File: config.mk
export PLATFORM = sky130hd
export DESIGN_NAME = iosad_decoder
export DESIGN_NICKNAME = d
export VERILOG_FILES = /design/src/iosad_flags.sv /design/src/iosad_decoder.sv
export SDC_FILE = /design/constraint.sdc
export NUM_CORES = 1
export LEC_CHECK = 0
export BUFFER_PORTS_ARGS = -buffer_cell sky130_fd_sc_hd__buf_2
export CORE_ASPECT_RATIO = 1.5
export CORE_MARGIN = 2
export CORE_UTILIZATION = 41
export CTS_CLUSTER_DIAMETER = 80
export DETAILED_ROUTE_END_ITERATION = 8
export GPL_ROUTABILITY_DRIVEN = 0
export MAX_ROUTING_LAYER = met4
export PLACE_DENSITY = 0.71
export SLEW_MARGIN = 15
export SYNTH_ARGS = -nofsm -noshare
export SYNTH_HDL_FRONTEND = slang
export SYNTH_HIERARCHICAL = 1
export SYNTH_SLANG_ARGS = --single-unit
File: constraint.sdc
create_clock -name clk -period 1.56 [get_ports clk]
set_input_delay 0.078 -clock clk [delete_from_list [all_inputs] [get_ports clk]]
set_output_delay 0.078 -clock clk [all_outputs]
set_load 0.02 [all_outputs]
File: src/iosad_flags.sv
// Summary of operation
// A status flag clears when a one is written to it; zero leaves it.
// Bit set and bit clear write only the addressed bit, never the others.
// Single-bit set and clear act only on I/O addresses 0x00 to 0x1f.
// Port read and port write use I/O addresses 0x00 through 0x3f.
// Load and store reach an I/O register at its I/O address plus 0x20.
// Port instructions reach nothing outside the 64-entry I/O window.
// Extended region 0x60 to 0xff is reached only by load and store.
// Software writes reserved bits as zero, never reserved addresses.
// In I/O addresses 0x00 to 0x1f a single bit can be tested by skips.
// An address outside its class range causes no peripheral write.
`timescale 1ns/1ns
package iosad_pkg;
    localparam logic [7:0] IO_BIT_MAX = 8'h1f;
    localparam logic [7:0] IO_PORT_MAX = 8'h3f;
    localparam logic [15:0] DATA_IO_LO = 16'h0020;
    localparam logic [15:0] DATA_IO_HI = 16'h00ff;
    localparam logic [15:0] DATA_EXT_LO = 16'h0060;
    localparam logic [7:0] DATA_IO_OFS = 8'h20;
    localparam logic [7:0] FLAG_IO_ADDR = 8'h16;
    localparam logic [7:0] FLAG_RESET = 8'h00;
    localparam logic [7:0] BYTE_ZERO = 8'h00;
    localparam logic [7:0] BYTE_ALL = 8'hff;
    localparam logic [7:0] BIT_ONE = 8'h01;

    typedef enum logic [3:0] {
        OP_NONE = 4'b0000,
        OP_PORT_READ = 4'b0001,
        OP_PORT_WRITE = 4'b0010,
        OP_BIT_SET = 4'b0011,
        OP_BIT_CLEAR = 4'b0100,
        OP_SKIP_HIGH = 4'b0101,
        OP_SKIP_LOW = 4'b0110,
        OP_READ_POINTER = 4'b0111,
        OP_WRITE_POINTER = 4'b1000,
        OP_READ_ABSOLUTE = 4'b1001,
        OP_WRITE_ABSOLUTE = 4'b1010,
        OP_READ_OFFSET = 4'b1011,
        OP_WRITE_OFFSET = 4'b1100
    } iosad_op_t;
endpackage

module iosad_flags (
    input wire logic clk, // System clock.
    input wire logic rst, // Synchronous reset, active high.
    input wire logic [7:0] set_in, // Hardware events, one per flag.
    input wire logic wr, // Write strobe from the decoder.
    input wire logic [7:0] wdata, // Write data.
    input wire logic [7:0] wmask, // Bits that the write really touches.
    output logic [7:0] flags // Current flag state.
);
    typedef struct packed {
        logic [7:0] flags;
    } iosad_flag_t;

    iosad_flag_t state_ff;
    iosad_flag_t nxt_state;

    always_comb begin
        nxt_state = state_ff;
        // A new event in the clearing cycle survives, so no event is lost.
        nxt_state.flags = state_ff.flags &
            ~(wr ? (wdata & wmask) : iosad_pkg::BYTE_ZERO);
        nxt_state.flags = nxt_state.flags | set_in;
    end

    always_ff @(posedge clk) begin
        if (rst) begin
            state_ff.flags <= iosad_pkg::FLAG_RESET;
        end else begin
            state_ff <= nxt_state;
        end
    end

    assign flags = state_ff.flags;
endmodule

File: src/iosad_decoder.sv
`timescale 1ns/1ns
module iosad_decoder (
    input wire logic clk, // System clock.
    input wire logic rst, // Synchronous reset, active high.
    input wire logic op_valid, // Core issues an I/O access this cycle.
    input wire iosad_pkg::iosad_op_t op_code, // Instruction class.
    input wire logic [15:0] op_addr, // I/O address or data-space address.
    input wire logic [2:0] op_bit, // Bit number for bit and skip ops.
    input wire logic [7:0] op_wdata, // Store or port write data.
    input wire logic [7:0] flag_set, // Events for the clear-on-one flags.
    input wire logic [7:0] per_rdata, // Peripheral read data, same cycle.
    output logic per_wr, // Peripheral write strobe.
    output logic per_rd, // Peripheral read strobe.
    output logic [7:0] per_addr, // Peripheral I/O address.
    output logic [7:0] per_wdata, // Peripheral write data.
    output logic [7:0] per_wmask, // Bits the peripheral may update.
    output logic done, // One-cycle pulse, access finished.
    output logic fault, // With done, access was refused.
    output logic skip, // With done, skip condition is true.
    output logic [7:0] rd_data, // With done, read result.
    output logic [7:0] flags // Clear-on-one status flags.
);
    typedef struct packed {
        logic s1_vld;
        logic s1_bad;
        logic s1_wr;
        logic s1_rd;
        logic s1_skip;
        logic s1_skip_hi;
        logic [2:0] s1_bit;
        logic [7:0] s1_addr;
        logic [7:0] s1_wdata;
        logic [7:0] s1_wmask;
        logic done;
        logic fault;
        logic skip;
        logic [7:0] rdata;
    } iosad_core_t;

    iosad_core_t state_ff;
    iosad_core_t nxt_state;
    logic flag_hit;
    logic [7:0] rd_mux;

    function automatic logic [7:0] bit_mask(input logic [2:0] b);
        bit_mask = iosad_pkg::BIT_ONE << b;
    endfunction

    function automatic logic is_port(input iosad_pkg::iosad_op_t op);
        is_port = (op == iosad_pkg::OP_PORT_READ) ||
                  (op == iosad_pkg::OP_PORT_WRITE);
    endfunction

    function automatic logic is_bitop(input iosad_pkg::iosad_op_t op);
        is_bitop = (op == iosad_pkg::OP_BIT_SET) ||
                   (op == iosad_pkg::OP_BIT_CLEAR) ||
                   (op == iosad_pkg::OP_SKIP_HIGH) ||
                   (op == iosad_pkg::OP_SKIP_LOW);
    endfunction

    function automatic logic is_data_rd(input iosad_pkg::iosad_op_t op);
        is_data_rd = (op == iosad_pkg::OP_READ_POINTER) ||
                     (op == iosad_pkg::OP_READ_ABSOLUTE) ||
                     (op == iosad_pkg::OP_READ_OFFSET);
    endfunction

    function automatic logic is_data_wr(input iosad_pkg::iosad_op_t op);
        is_data_wr = (op == iosad_pkg::OP_WRITE_POINTER) ||
                     (op == iosad_pkg::OP_WRITE_ABSOLUTE) ||
                     (op == iosad_pkg::OP_WRITE_OFFSET);
    endfunction

    // The flag byte answers at its own address in place of a peripheral.
    assign flag_hit = state_ff.s1_addr == iosad_pkg::FLAG_IO_ADDR;
    assign rd_mux = flag_hit ? flags : per_rdata;

    logic flags_wr_seen;
    assign flags_wr_seen = state_ff.s1_wr && flag_hit;

    always_comb begin
        logic ok;
        logic wr;
        logic rd;
        logic [7:0] io_addr;
        logic [7:0] wdat;
        logic [7:0] wmsk;
        ok = 1'b0;
        wr = 1'b0;
        rd = 1'b0;
        io_addr = op_addr[7:0];
        wdat = op_wdata;
        wmsk = iosad_pkg::BYTE_ALL;
        nxt_state = state_ff;
        case (op_code)
            iosad_pkg::OP_PORT_READ, iosad_pkg::OP_PORT_WRITE: begin
                // Port ops carry a 6-bit field; nothing above it is reached.
                ok = op_addr <=
                     {8'h00, iosad_pkg::IO_PORT_MAX};
                wr = op_code == iosad_pkg::OP_PORT_WRITE;
                rd = !wr;
            end
            iosad_pkg::OP_BIT_SET, iosad_pkg::OP_BIT_CLEAR: begin
                ok = op_addr <= {8'h00, iosad_pkg::IO_BIT_MAX};
                wr = 1'b1;
                // Only the addressed bit is written, so no read-modify-write
                // can clear a neighbouring flag by accident.
                wmsk = bit_mask(op_bit);
                wdat = (op_code == iosad_pkg::OP_BIT_SET) ? wmsk :
                       iosad_pkg::BYTE_ZERO;
            end
            iosad_pkg::OP_SKIP_HIGH, iosad_pkg::OP_SKIP_LOW: begin
                ok = op_addr <= {8'h00, iosad_pkg::IO_BIT_MAX};
                rd = 1'b1;
            end
            default: begin
                // Load and store see the whole I/O space shifted by 0x20.
                ok = (is_data_rd(op_code) || is_data_wr(op_code)) &&
                     op_addr >= iosad_pkg::DATA_IO_LO &&
                     op_addr <= iosad_pkg::DATA_IO_HI;
                io_addr = op_addr[7:0] - iosad_pkg::DATA_IO_OFS;
                wr = is_data_wr(op_code);
                rd = is_data_rd(op_code);
            end
        endcase
        nxt_state.s1_vld = op_valid;
        nxt_state.s1_bad = op_valid && !ok;
        nxt_state.s1_wr = op_valid && ok && wr;
        nxt_state.s1_rd = op_valid && ok && rd;
        nxt_state.s1_skip = op_code == iosad_pkg::OP_SKIP_HIGH ||
                            op_code == iosad_pkg::OP_SKIP_LOW;
        nxt_state.s1_skip_hi = op_code == iosad_pkg::OP_SKIP_HIGH;
        nxt_state.s1_bit = op_bit;
        nxt_state.s1_addr = io_addr;
        nxt_state.s1_wdata = wdat;
        nxt_state.s1_wmask = wmsk;
        nxt_state.done = state_ff.s1_vld;
        nxt_state.fault = state_ff.s1_bad;
        nxt_state.skip = 1'b0;
        if (state_ff.s1_rd) begin
            nxt_state.rdata = rd_mux;
            nxt_state.skip = state_ff.s1_skip &&
                (|(rd_mux & bit_mask(state_ff.s1_bit)) ==
                 state_ff.s1_skip_hi);
        end
    end

    always_ff @(posedge clk) begin
        if (rst) begin
            state_ff <= '0;
        end else begin
            state_ff <= nxt_state;
        end
    end

    iosad_flags u_flags (
        .clk(clk),
        .rst(rst),
        .set_in(flag_set),
        .wr(flags_wr_seen),
        .wdata(state_ff.s1_wdata),
        .wmask(state_ff.s1_wmask),
        .flags(flags)
    );

    assign per_wr = state_ff.s1_wr && !flag_hit;
    assign per_rd = state_ff.s1_rd && !flag_hit;
    assign per_addr = state_ff.s1_addr;
    assign per_wdata = state_ff.s1_wdata;
    assign per_wmask = state_ff.s1_wmask;
    assign done = state_ff.done;
    assign fault = state_ff.fault;
    assign skip = state_ff.skip;
    assign rd_data = state_ff.rdata;
endmodule

* Word level (Yosys, flattened, before mapping)
Index checks and enable logic that the tools add are counted.
W data, S select, Z words.
** Storage, ports and cells
- Register bits after elaboration :: 52
- Input bits :: 50
- Output and inout port bits :: 45
- Logic and storage cells :: 77
** Operators by class
- Add/subtract/negate cells :: 1
- $lt $le $gt $ge :: 4
- Equal/unequal tests :: 14
- Shifts and indexed selects :: 2
- Multiplexer cells :: 9
- Bitwise gates (word level) :: 6
- Reduce and logical (&&, ||, !) cells :: 26
** Operators with widths (number)
- $mux W8 :: 6
- $and A8 B8 Y8 :: 3
- $eq A4 B4 Y1 const B :: 5
- $eq A4 B3 Y1 const B :: 4
- $ge A16 B6 Y1 const B :: 1
- $le A16 B5 Y1 const B :: 1
- $le A16 B6 Y1 const B :: 1
- $le A16 B8 Y1 const B :: 1
- $shl A1 B3 Y8 const A :: 2
- $logic_and A1 B1 Y1 :: 10
- $eq A4 B2 Y1 const B :: 2
- $eq A8 B5 Y1 const B :: 1
- $not A8 Y8 :: 1
- $or A8 B8 Y8 :: 1
- $reduce_or A2 Y1 :: 4
- $reduce_or A8 Y1 :: 1
- $sub A8 B6 Y8 const B :: 1
- $logic_or A1 B1 Y1 :: 6
- $pmux W1 S3 :: 2
- $reduce_or A6 Y1 :: 1
- $eq A4 B1 Y1 const B :: 1
- $reduce_or A4 Y1 :: 1
- $logic_not A1 Y1 :: 3
- $pmux W1 S2 :: 1
- 2 further kinds :: 2

* Logic depth before layout (Yosys ltp)
Gate-level depths: netlist of the first run.
- Depth in word-level cells :: 9
- Depth in mapped cells :: 6
- Mapped depth without buffers :: 5

* By module
The synthesis of the first run kept the hierarchy.
** Modules (own cells, without submodules)
- iosad_decoder :: times used 1, cells an instance 250, area each 2142.1 µm², seq. area each 880.8 µm²
- iosad_flags :: times used 1, cells an instance 33, area each 355.3 µm², seq. area each 160.2 µm²

* Worst setup path before layout of the first run
No wires, ideal clock.
- Kind :: flip-flop to flip-flop
- Start point :: register state_ff[37] in the netlist's numbering
- End point :: register state_ff, in the netlist skip
- Library setup time :: 0.087 ns
- Data arrival time :: 1.544 ns
- Data required time :: 1.473 ns
- Setup slack :: -0.072 ns
- Stages on the path, launching flop included :: 7
- Buffers on the path :: 1
- Clock period less this slack :: 1.632 ns
- Cells stage by stage :: dfxtp_1 buf_6 mux2_4 a221o_1 a211oi_2 nor3_1 nor4b_2
** Between the ends
- Cells in the longest elaborated chain, start to end :: 5
** Ends and longest elaborated chain
- start, declared :: line iosad_decoder.sv:40 : iosad_core_t state_ff;
- start signal, assigned :: line iosad_decoder.sv:151 : state_ff <= nxt_state;
- $shl A1 B3 Y8 :: line iosad_decoder.sv:46 : bit_mask = iosad_pkg::BIT_ONE << b;
- $and A8 B8 Y8 :: line iosad_decoder.sv:142 : (|(rd_mux & bit_mask(state_ff.s1_bit)) ==
- $reduce_or A8 Y1 :: line iosad_decoder.sv:142
- $eq A1 B1 Y1 :: line iosad_decoder.sv:142
- $logic_and A1 B1 Y1 :: line iosad_decoder.sv:141 : nxt_state.skip = state_ff.s1_skip &&
Every way passes these cells.
A chain may end at the register's enable or synchronous reset.

* Worst setup path in the final report of the first run
Ends and elaborated chain as after synthesis.

==> parameters.txt, run 1 <==
Parameter                              Value

Floorplanning
  Effective utilization at floorplan ... 0.429
  Die Span X ... 67.7 um
  Chip Height ... approximately 100 um
  Total core area ... approximately 6000 um^2
  Rows ... 34
  Overall die area ... 6740 um^2
  I/O pin count ... 95

Place
  Half-perimeter wire length after detailed placement ... roughly 4.5 mm
  Count of buffers inserted at the top-level ports ... 94

Run status
  Violations in the final reports ... negative setup slack
  Run status ... finished with violations

Synth
  Top FF cell, synth ... dfxtp_1
  Share of synthesized area occupied by flip-flops and latches ... 0.417
  Share of synthesized flip-flops with an asynchronous set or reset ... 0
  Mapped cell area ... between 2000 and 2500 um^2
  Count of state elements after synthesis ... 52
  Syn Inst Count ... 283
  Net Count, Synth ... between 300 and 400
  Count of different cell masters after synthesis ... 50
  Average size of a mapped cell ... 8.82 um^2
  Yosys warning total ... 6
  Number of enable flip-flop cells after synthesis ... 0

Global routing
  Global routing usage summed across all routing layers ... 0.182
  Overflow left after global routing ... 0
  Number of antenna violations at the first check in global routing ... 0
  First-pass GRT wire length ... between 9 and 10 mm
  Number of global-route vias before repair ... between 2000 and 2500
  Pin count of the biggest net entering global routing ... 48

Timing
  Final hold viol count ... 0
  Fmax ... between 600 and 700 MHz
  Post-layout worst setup margin ... -0.0805 ns
  Min cycle time layout ... about 1.6 ns
  Max Transition Viols Final ... 0
  Number of failing setup endpoints in the final timing report ... 2
  Share of the clock period used by the worst path ... 1.05
  Min Hold Slack ... approximately 0.0049 ns
  Post-route clock skew ... 0.00870 ns
  Relative slew slack ... 0.652
  Transition time at the pin with the least slew margin ... between 0.5 and 0.6 ns
  Setup repair after global routing missed its margin ... true

Job
  Maximum capacitance violations ... 0

Power and ir drop
  Power density relative to cell area ... around 900 nW/um^2
  Leakage power ... roughly 1.4 nW
  Peak VDD IR ... roughly 400 uV

Min path
  Worst Hold Class ... in -> reg
  Hold Crit Depth ... 2

Detailed routing
  Number of violations reported at the end of detailed-routing iteration 0 ... just over 100
  Residual DRC count ... 0
  Number of vias after detailed routing ... about 2200
  Total iterations of the first detailed-routing run ... 4
  Remaining number of nets flagged by the antenna check after routing ... 0
  Post-DR vias/cell ... between 4 and 5
  Post-Route WL ... roughly 5.8 mm
  Average routed wire per standard cell ... 13.3 um

Critical path
  Critical path launch point type ... register
  Delay of the slowest critical-path stage ... approximately 0.36 ns
  Arrival time reported for the critical path endpoint ... around 1.9 ns
  Worst path buffer plus inverter count ... 0
  Cell-by-cell trace of the critical path ... mux2_4, a221o_1, a211oi_2, nor3_1, nor4b_2
  Critical path's top delay family ... compound AO/OA/AOI/OAI gates
  Worst Path Max Fanout ... 3
  Standard cell with the maximum stage delay on the critical path ... dfxtp_2
  CP Capture Type ... register
  Depth of the worst register-to-register path ... 5
  Category of the critical setup timing path ... reg -> reg
  Data required time at the worst endpoint ... 1.77 ns
  Depth of the critical timing path with buffers and inverters included ... 5

Clocking
  CTS Buffer Depth ... 2
  TritonCTS Sinks ... 52
  Cts bufs inserted ... 5
  Clock insertion delay at the later pin of the skew report ... 0.30 ns
  Root cell of the clock tree ... clkbuf_8
  TritonCTS clock tree ... yes
  CTS H-tree depth ... 2
  Clock slew at reported path FFs ... approximately 0.090 ns

Layout
  Finished Core Util ... 0.536
  Ant. Diodes ... 0
  Fillers ... ~550
  Ratio of cells with drive above 1 in the final layout ... 0.403
  Layout area overhead ... 25.1%
  # nets final ... roughly 410
per-layer routing:
| metal | wire (um) | global-route usage | part of all wire | up-vias |
|---|---|---|---|---|
| met5 | 0 | - | 0 | - |
| met4 | 76 | 0.0612 | 0.013 | 0 |
| met3 | 279 | 0.0226 | 0.048 | 6 |
| met2 | 3060 | 0.317 | 0.53 | 55 |
| met1 | 2350 | 0.208 | 0.41 | 1000 |
| li1 | - | - | - | 1104 |
registers in the layout, summed over array words and instances (netlist names):
name / flops
u_flags/flags: 8
fault: 1
state_ff: 7
per_wdata: 8
rd_data: 8
done: 1
nxt_state: 2
per_addr: 8
skip: 1
per_wmask: 8
kinds of logic after synthesis:
kind of cell	synth area share
xor+xnor	0.0105
simple gates	0.281
compound gates	0.122
fa+ha+maj	0.00501
flops	0.417
mux	0.0296
buf+inv	0.136
cells in the mapped netlist (2+ instances only):
library cell	number	area share
a21oi_1	14	0.028
dfxtp_1	52	0.42
a311oi_1	8	0.028
xnor2_1	3	0.011
buf_2	3	0.0060
nand3b_1	4	0.012
inv_1	5	0.0075
nor2_1	36	0.054
and4b_1	8	0.032
o21ai_0	2	0.0040
or2_1	2	0.0050
nor4_1	3	0.0075
nand2_1	27	0.041
a211oi_1	2	0.0060
nor4b_1	2	0.0070
nor3_2	8	0.032
and2_1	3	0.0075
a32oi_1	2	0.0070
clkbuf_1	11	0.017
a22oi_1	6	0.018
nand3_1	5	0.010
nand2b_1	2	0.0050
nor3_1	3	0.0060
buf_4	32	0.096
nor2b_1	15	0.038
stage by stage:
| step | total power, mW | setup slack [ns] | std cells | setup TNS (ns) | instance area (um^2) |
|---|---|---|---|---|---|
| 6_report | 2.82 | -0.0805 | 434 | -0.133 | 3120 |
| 5_1_grt | 2.93 | -0.156 | 434 | -0.479 | 3120 |
| 4_1_cts | 2.82 | -0.0935 | 433 | -0.180 | 3070 |
| 3_5_place_dp | 1.92 | -0.104 | 420 | -0.309 | 2890 |
| 3_3_place_gp | 1.91 | -0.0191 | 420 | -0.0193 | 2890 |
| 2_1_floorplan | 1.77 | -0.0359 | 283 | -0.0359 | 2500 |
where the power goes:
group / internal, mW / switching (mW)
Combinational: 0.212 / 0.259
Clock: 0.475 / 0.437
Sequential: 1.39 / 0.0397
Total: 2.08 / 0.736
path summary, 6_finish.rpt:
| check | from | end | slack [ns] |
|---|---|---|---|
| max | state_ff[37] | skip | -0.08 |
| min | op_addr[0] | per_addr[0] | 0.005 |
| max reg2reg | state_ff[37] | skip | -0.08 |
| min reg2reg | nxt_state[9] | fault | 0.44 |
area by class of cell:
class	count	area, um^2	area share
clock inverter	3	42.5	0.0136
timing repair buffer	120	689	0.221
inverter	6	22.5	0.00721
sequential	52	1050	0.335
multi-input combinational	176	1160	0.373
clock buffer	5	68.8	0.0220
tap	72	90.1	0.0288
what timing repair did:
action	CTS	global route
setup endpoints to repair	8	7
setup buffers	0	1
pin swaps	1	4
hold endpoints to repair	5	0
hold buffers	5	0
gates cloned	0	0
gates resized for setup	3	14
cells in the final DEF, fill, tap and decap left out, types with 3 or more instances in the layout:
master,count
a21oi_1,14
nor4_1,3
buf_4,18
nor2b_1,14
inv_1,5
buf_6,3
a311oi_1,8
dfxtp_1,48
dfxtp_2,4
nor2_1,35
clkbuf_8,5
nand3_1,5
nand3b_1,4
nor3_2,8
xnor2_1,3
nand2_1,26
nor3_1,3
a22oi_1,6
dlygate4sd3_1,5
and4b_1,8
buf_2,94
Note: power is estimated with default switching activity, not from simulation.
==> inputs of run 2 (changes only) <==
CORE_MARGIN = 1   (was 2)
CORE_UTILIZATION = 44   (was 41)
PLACE_DENSITY = 0.76   (was 0.71)
==> run 2 against run 1 <==
Against the previous run:
- the flow still finishes with violations (negative setup slack)
- sequential power hardly changed
- global-route usage is 2.1 points higher
- count of clock-buffer cells in the layout stayed put
- via count is 1.2% higher
- clock skew is 0.0060 ns lower
- total power is 0.43% lower
- wire length is 2.6% higher
- maximum frequency is 3.4% higher
- largest cell class unchanged
- highest routed layer unchanged
==> parameters.txt, run 2 (synthesis results as in run 1) <==
Parameter                              Value

Detailed routing
  Residual DRC count ... 0 (unchanged)
  Post-Route WL ... 5.92 mm (+2.6%)
  Average routed wire per standard cell ... 13.7 um (+2.9%)
  Number of violations reported at the end of detailed-routing iteration 0 ... 54 (-47%)
  Number of vias after detailed routing ... 2192 (+1.2%)
  Total iterations of the first detailed-routing run ... 4 (unchanged)
  Remaining number of nets flagged by the antenna check after routing ... 0 (unchanged)
  Post-DR vias/cell ... 5.06 (+1.5%)

Global routing
  Met1 Usage GRT ... 0.219 (+0.0109)
  Global-route met2 utilization ... 0.350 (+0.0327)
  First-pass GRT wire length ... 9.25 mm (about the same)
  Peak-usage layer in the global routing report ... met2
  Routing usage on met3 ... 0.0340 (+0.0114)
  Overflow left after global routing ... 0 (unchanged)
  Number of global-route vias before repair ... 2101 (+3.1%)
  Global routing usage summed across all routing layers ... 0.203 (+0.0213)
  Pin count of the biggest net entering global routing ... 48 (unchanged)
  Number of antenna violations at the first check in global routing ... 0 (unchanged)

Critical path
  Worst Path Max Fanout ... 2 (-1)
  Arrival time reported for the critical path endpoint ... 1.51 ns (-0.34 ns)
  Data required time at the worst endpoint ... 1.48 ns (-0.29 ns)
  Critical path launch point type ... register
  Category of the critical setup timing path ... reg -> out
  CP Capture Type ... output port

Power and ir drop
  Peak VDD IR ... 391 uV (-3.1%)
  Clock group share of total power ... 0.320 (-0.004)
  Power density relative to cell area ... 887 nW/um^2 (-1.7%)
  Total power ... 2.81 mW (-0.43%)
  Sequential cell fraction of total power ... 0.513 (+0.004)
  Switching power summed over all nets ... 728 uW (-1.0%)
  Part of the total power dissipated in combinational logic ... 0.167 (about the same)
  Leakage power ... 1.44 nW (+0.57%)
  Sw Ratio ... 0.260 (-0.00161)
  Total internal power ... 2.08 mW (-0.21%)

Timing
  Setup repair after global routing missed its margin ... true
  Number of failing setup endpoints in the final timing report ... 2 (unchanged)
  Relative slew slack ... 0.632 (-0.0197)
  Share of the clock period used by the worst path ... 1.02 (-0.0342)
  Post-route clock skew ... 0.00268 ns (-0.00602 ns)
  Max Transition Viols Final ... 0 (unchanged)
  Min Hold Slack ... 0.0128 ns (+0.00789 ns)
  Min cycle time layout ... 1.59 ns (-0.0533 ns)
  Fmax ... 630 MHz (+3.4%)
  Transition time at the pin with the least slew margin ... 0.552 ns (+0.0288 ns)
  Final hold viol count ... 0 (unchanged)
  Post-layout worst setup margin ... -0.0271 ns (+0.0533 ns)

Layout
  Layout area overhead ... 26.7%
  Most common library cell in the layout ignoring fill and taps ... buf_2
  Ratio of cells with drive above 1 in the final layout ... 0.408 (+0.00440)
  Finished Core Util ... 0.580 (+0.0445)
  Highest-count cells in the layout ignoring fill and taps ... buf_2 (92), dfxtp_1 (49), nor2_1 (34)
  # nets final ... 413 (+0.24%)
  Final non-filler cell area ... 3160 um^2 (+1.3%)
  Ant. Diodes ... 0 (unchanged)

Floorplanning
  I/O pin count ... 95 (unchanged)
  Effective utilization at floorplan ... 0.458 (+0.0297)
  Rows ... 33 (-2.9%)
  Die Span X ... 63.5 um (-6.2%)
  Total core area ... 5450 um^2 (-6.5%)
  Chip Height ... 94.3 um (-5.3%)
  Overall die area ... 5990 um^2 (-11%)

Clocking
  TritonCTS clock tree ... yes
  TritonCTS Sinks ... 52 (unchanged)
  Cts bufs inserted ... 5 (unchanged)
  Root cell of the clock tree ... clkbuf_8
  CTS Buffer Depth ... 2 (unchanged)
  Clock slew at reported path FFs ... 0.09 ns (about the same)
  CTS H-tree depth ... 2 (unchanged)
  Clock insertion delay at the later pin of the skew report ... 0.30 ns (about the same)

Place
  Placement-stage cell area ... 2880 um^2 (-0.61%)
  Count of buffers inserted at the top-level ports ... 94 (unchanged)
  Half-perimeter wire length after detailed placement ... 4.42 mm (-1.5%)
  DP Worst Slack ... -0.0271 ns (+0.0769 ns)

Job
  Maximum capacitance violations ... 0 (unchanged)

Run status
  Violations in the final reports ... negative setup slack
  Run status ... finished with violations

Min path
  Worst Hold Class ... in -> reg
[run 2: changes by cell type in the layout (fill, tap and decap cells not counted), sizes merged]
cell	previous run	this run
buf	115	116
[run 2: what timing repair did]
item                                    4_1_cts  5_1_grt
endpoints found under the hold margin         5        0
endpoints found under the setup margin        9       11
setup buffers                                 3        1
cloned                                        0        0
resized for setup                            12        9
pin swaps                                     7        8
hold buffers                                  5        0
[run 2: area by class of cell]
type	instances	area [um^2]
clock buffer	5	68.8
clock inverter	3	42.5
fill	510	2290
inverter	6	22.5
multi-input combinational	176	1170
sequential	52	1040
tap	70	87.6
timing repair buffer	121	726
[run 2: per-layer routing]
metal / wire length (um) / vias up
li1: - / 1106
met3: 209 / 15
met2: 3120 / 62
met5: 0 / -
met1: 2430 / 1009
met4: 158 / 0
[run 2: worst max-delay path, stage by stage (launching register included)]
cell      delay, ns
dfxtp_2        0.34
nor4bb_4       0.34
nand2_2        0.12
buf_6          0.13
and2_4         0.14
buf_6          0.12
[run 2: final timing paths]
check,endpoint,slack [ns],cells after the start,start
max,per_rd,-0.03,5,per_addr[5]
min,per_wdata[3],0.01,3,op_wdata[3]
max reg2reg,skip,-0.02,5,state_ff[37]
min reg2reg,done,0.44,1,nxt_state[10]
[run 2: power groups by stage]
stage | sequential (mW) | clock, mW | combinational (mW)
after detailed placement | 1.46 | 0 | 0.451
final | 1.44 | 0.898 | 0.469
after floorplan | 1.47 | 0 | 0.300
after global routing | 1.45 | 0.975 | 0.510
after CTS | 1.44 | 0.917 | 0.465
after global placement | 1.46 | 0 | 0.442
[run 2: per-stage QoR]
stage / TNS (ns) / std cells
5_1_grt: -0.580 / 433
2_1_floorplan: -0.0359 / 283
3_3_place_gp: 0 / 416
6_report: -0.0441 / 433
3_5_place_dp: -0.0456 / 416
4_1_cts: -0.0726 / 432
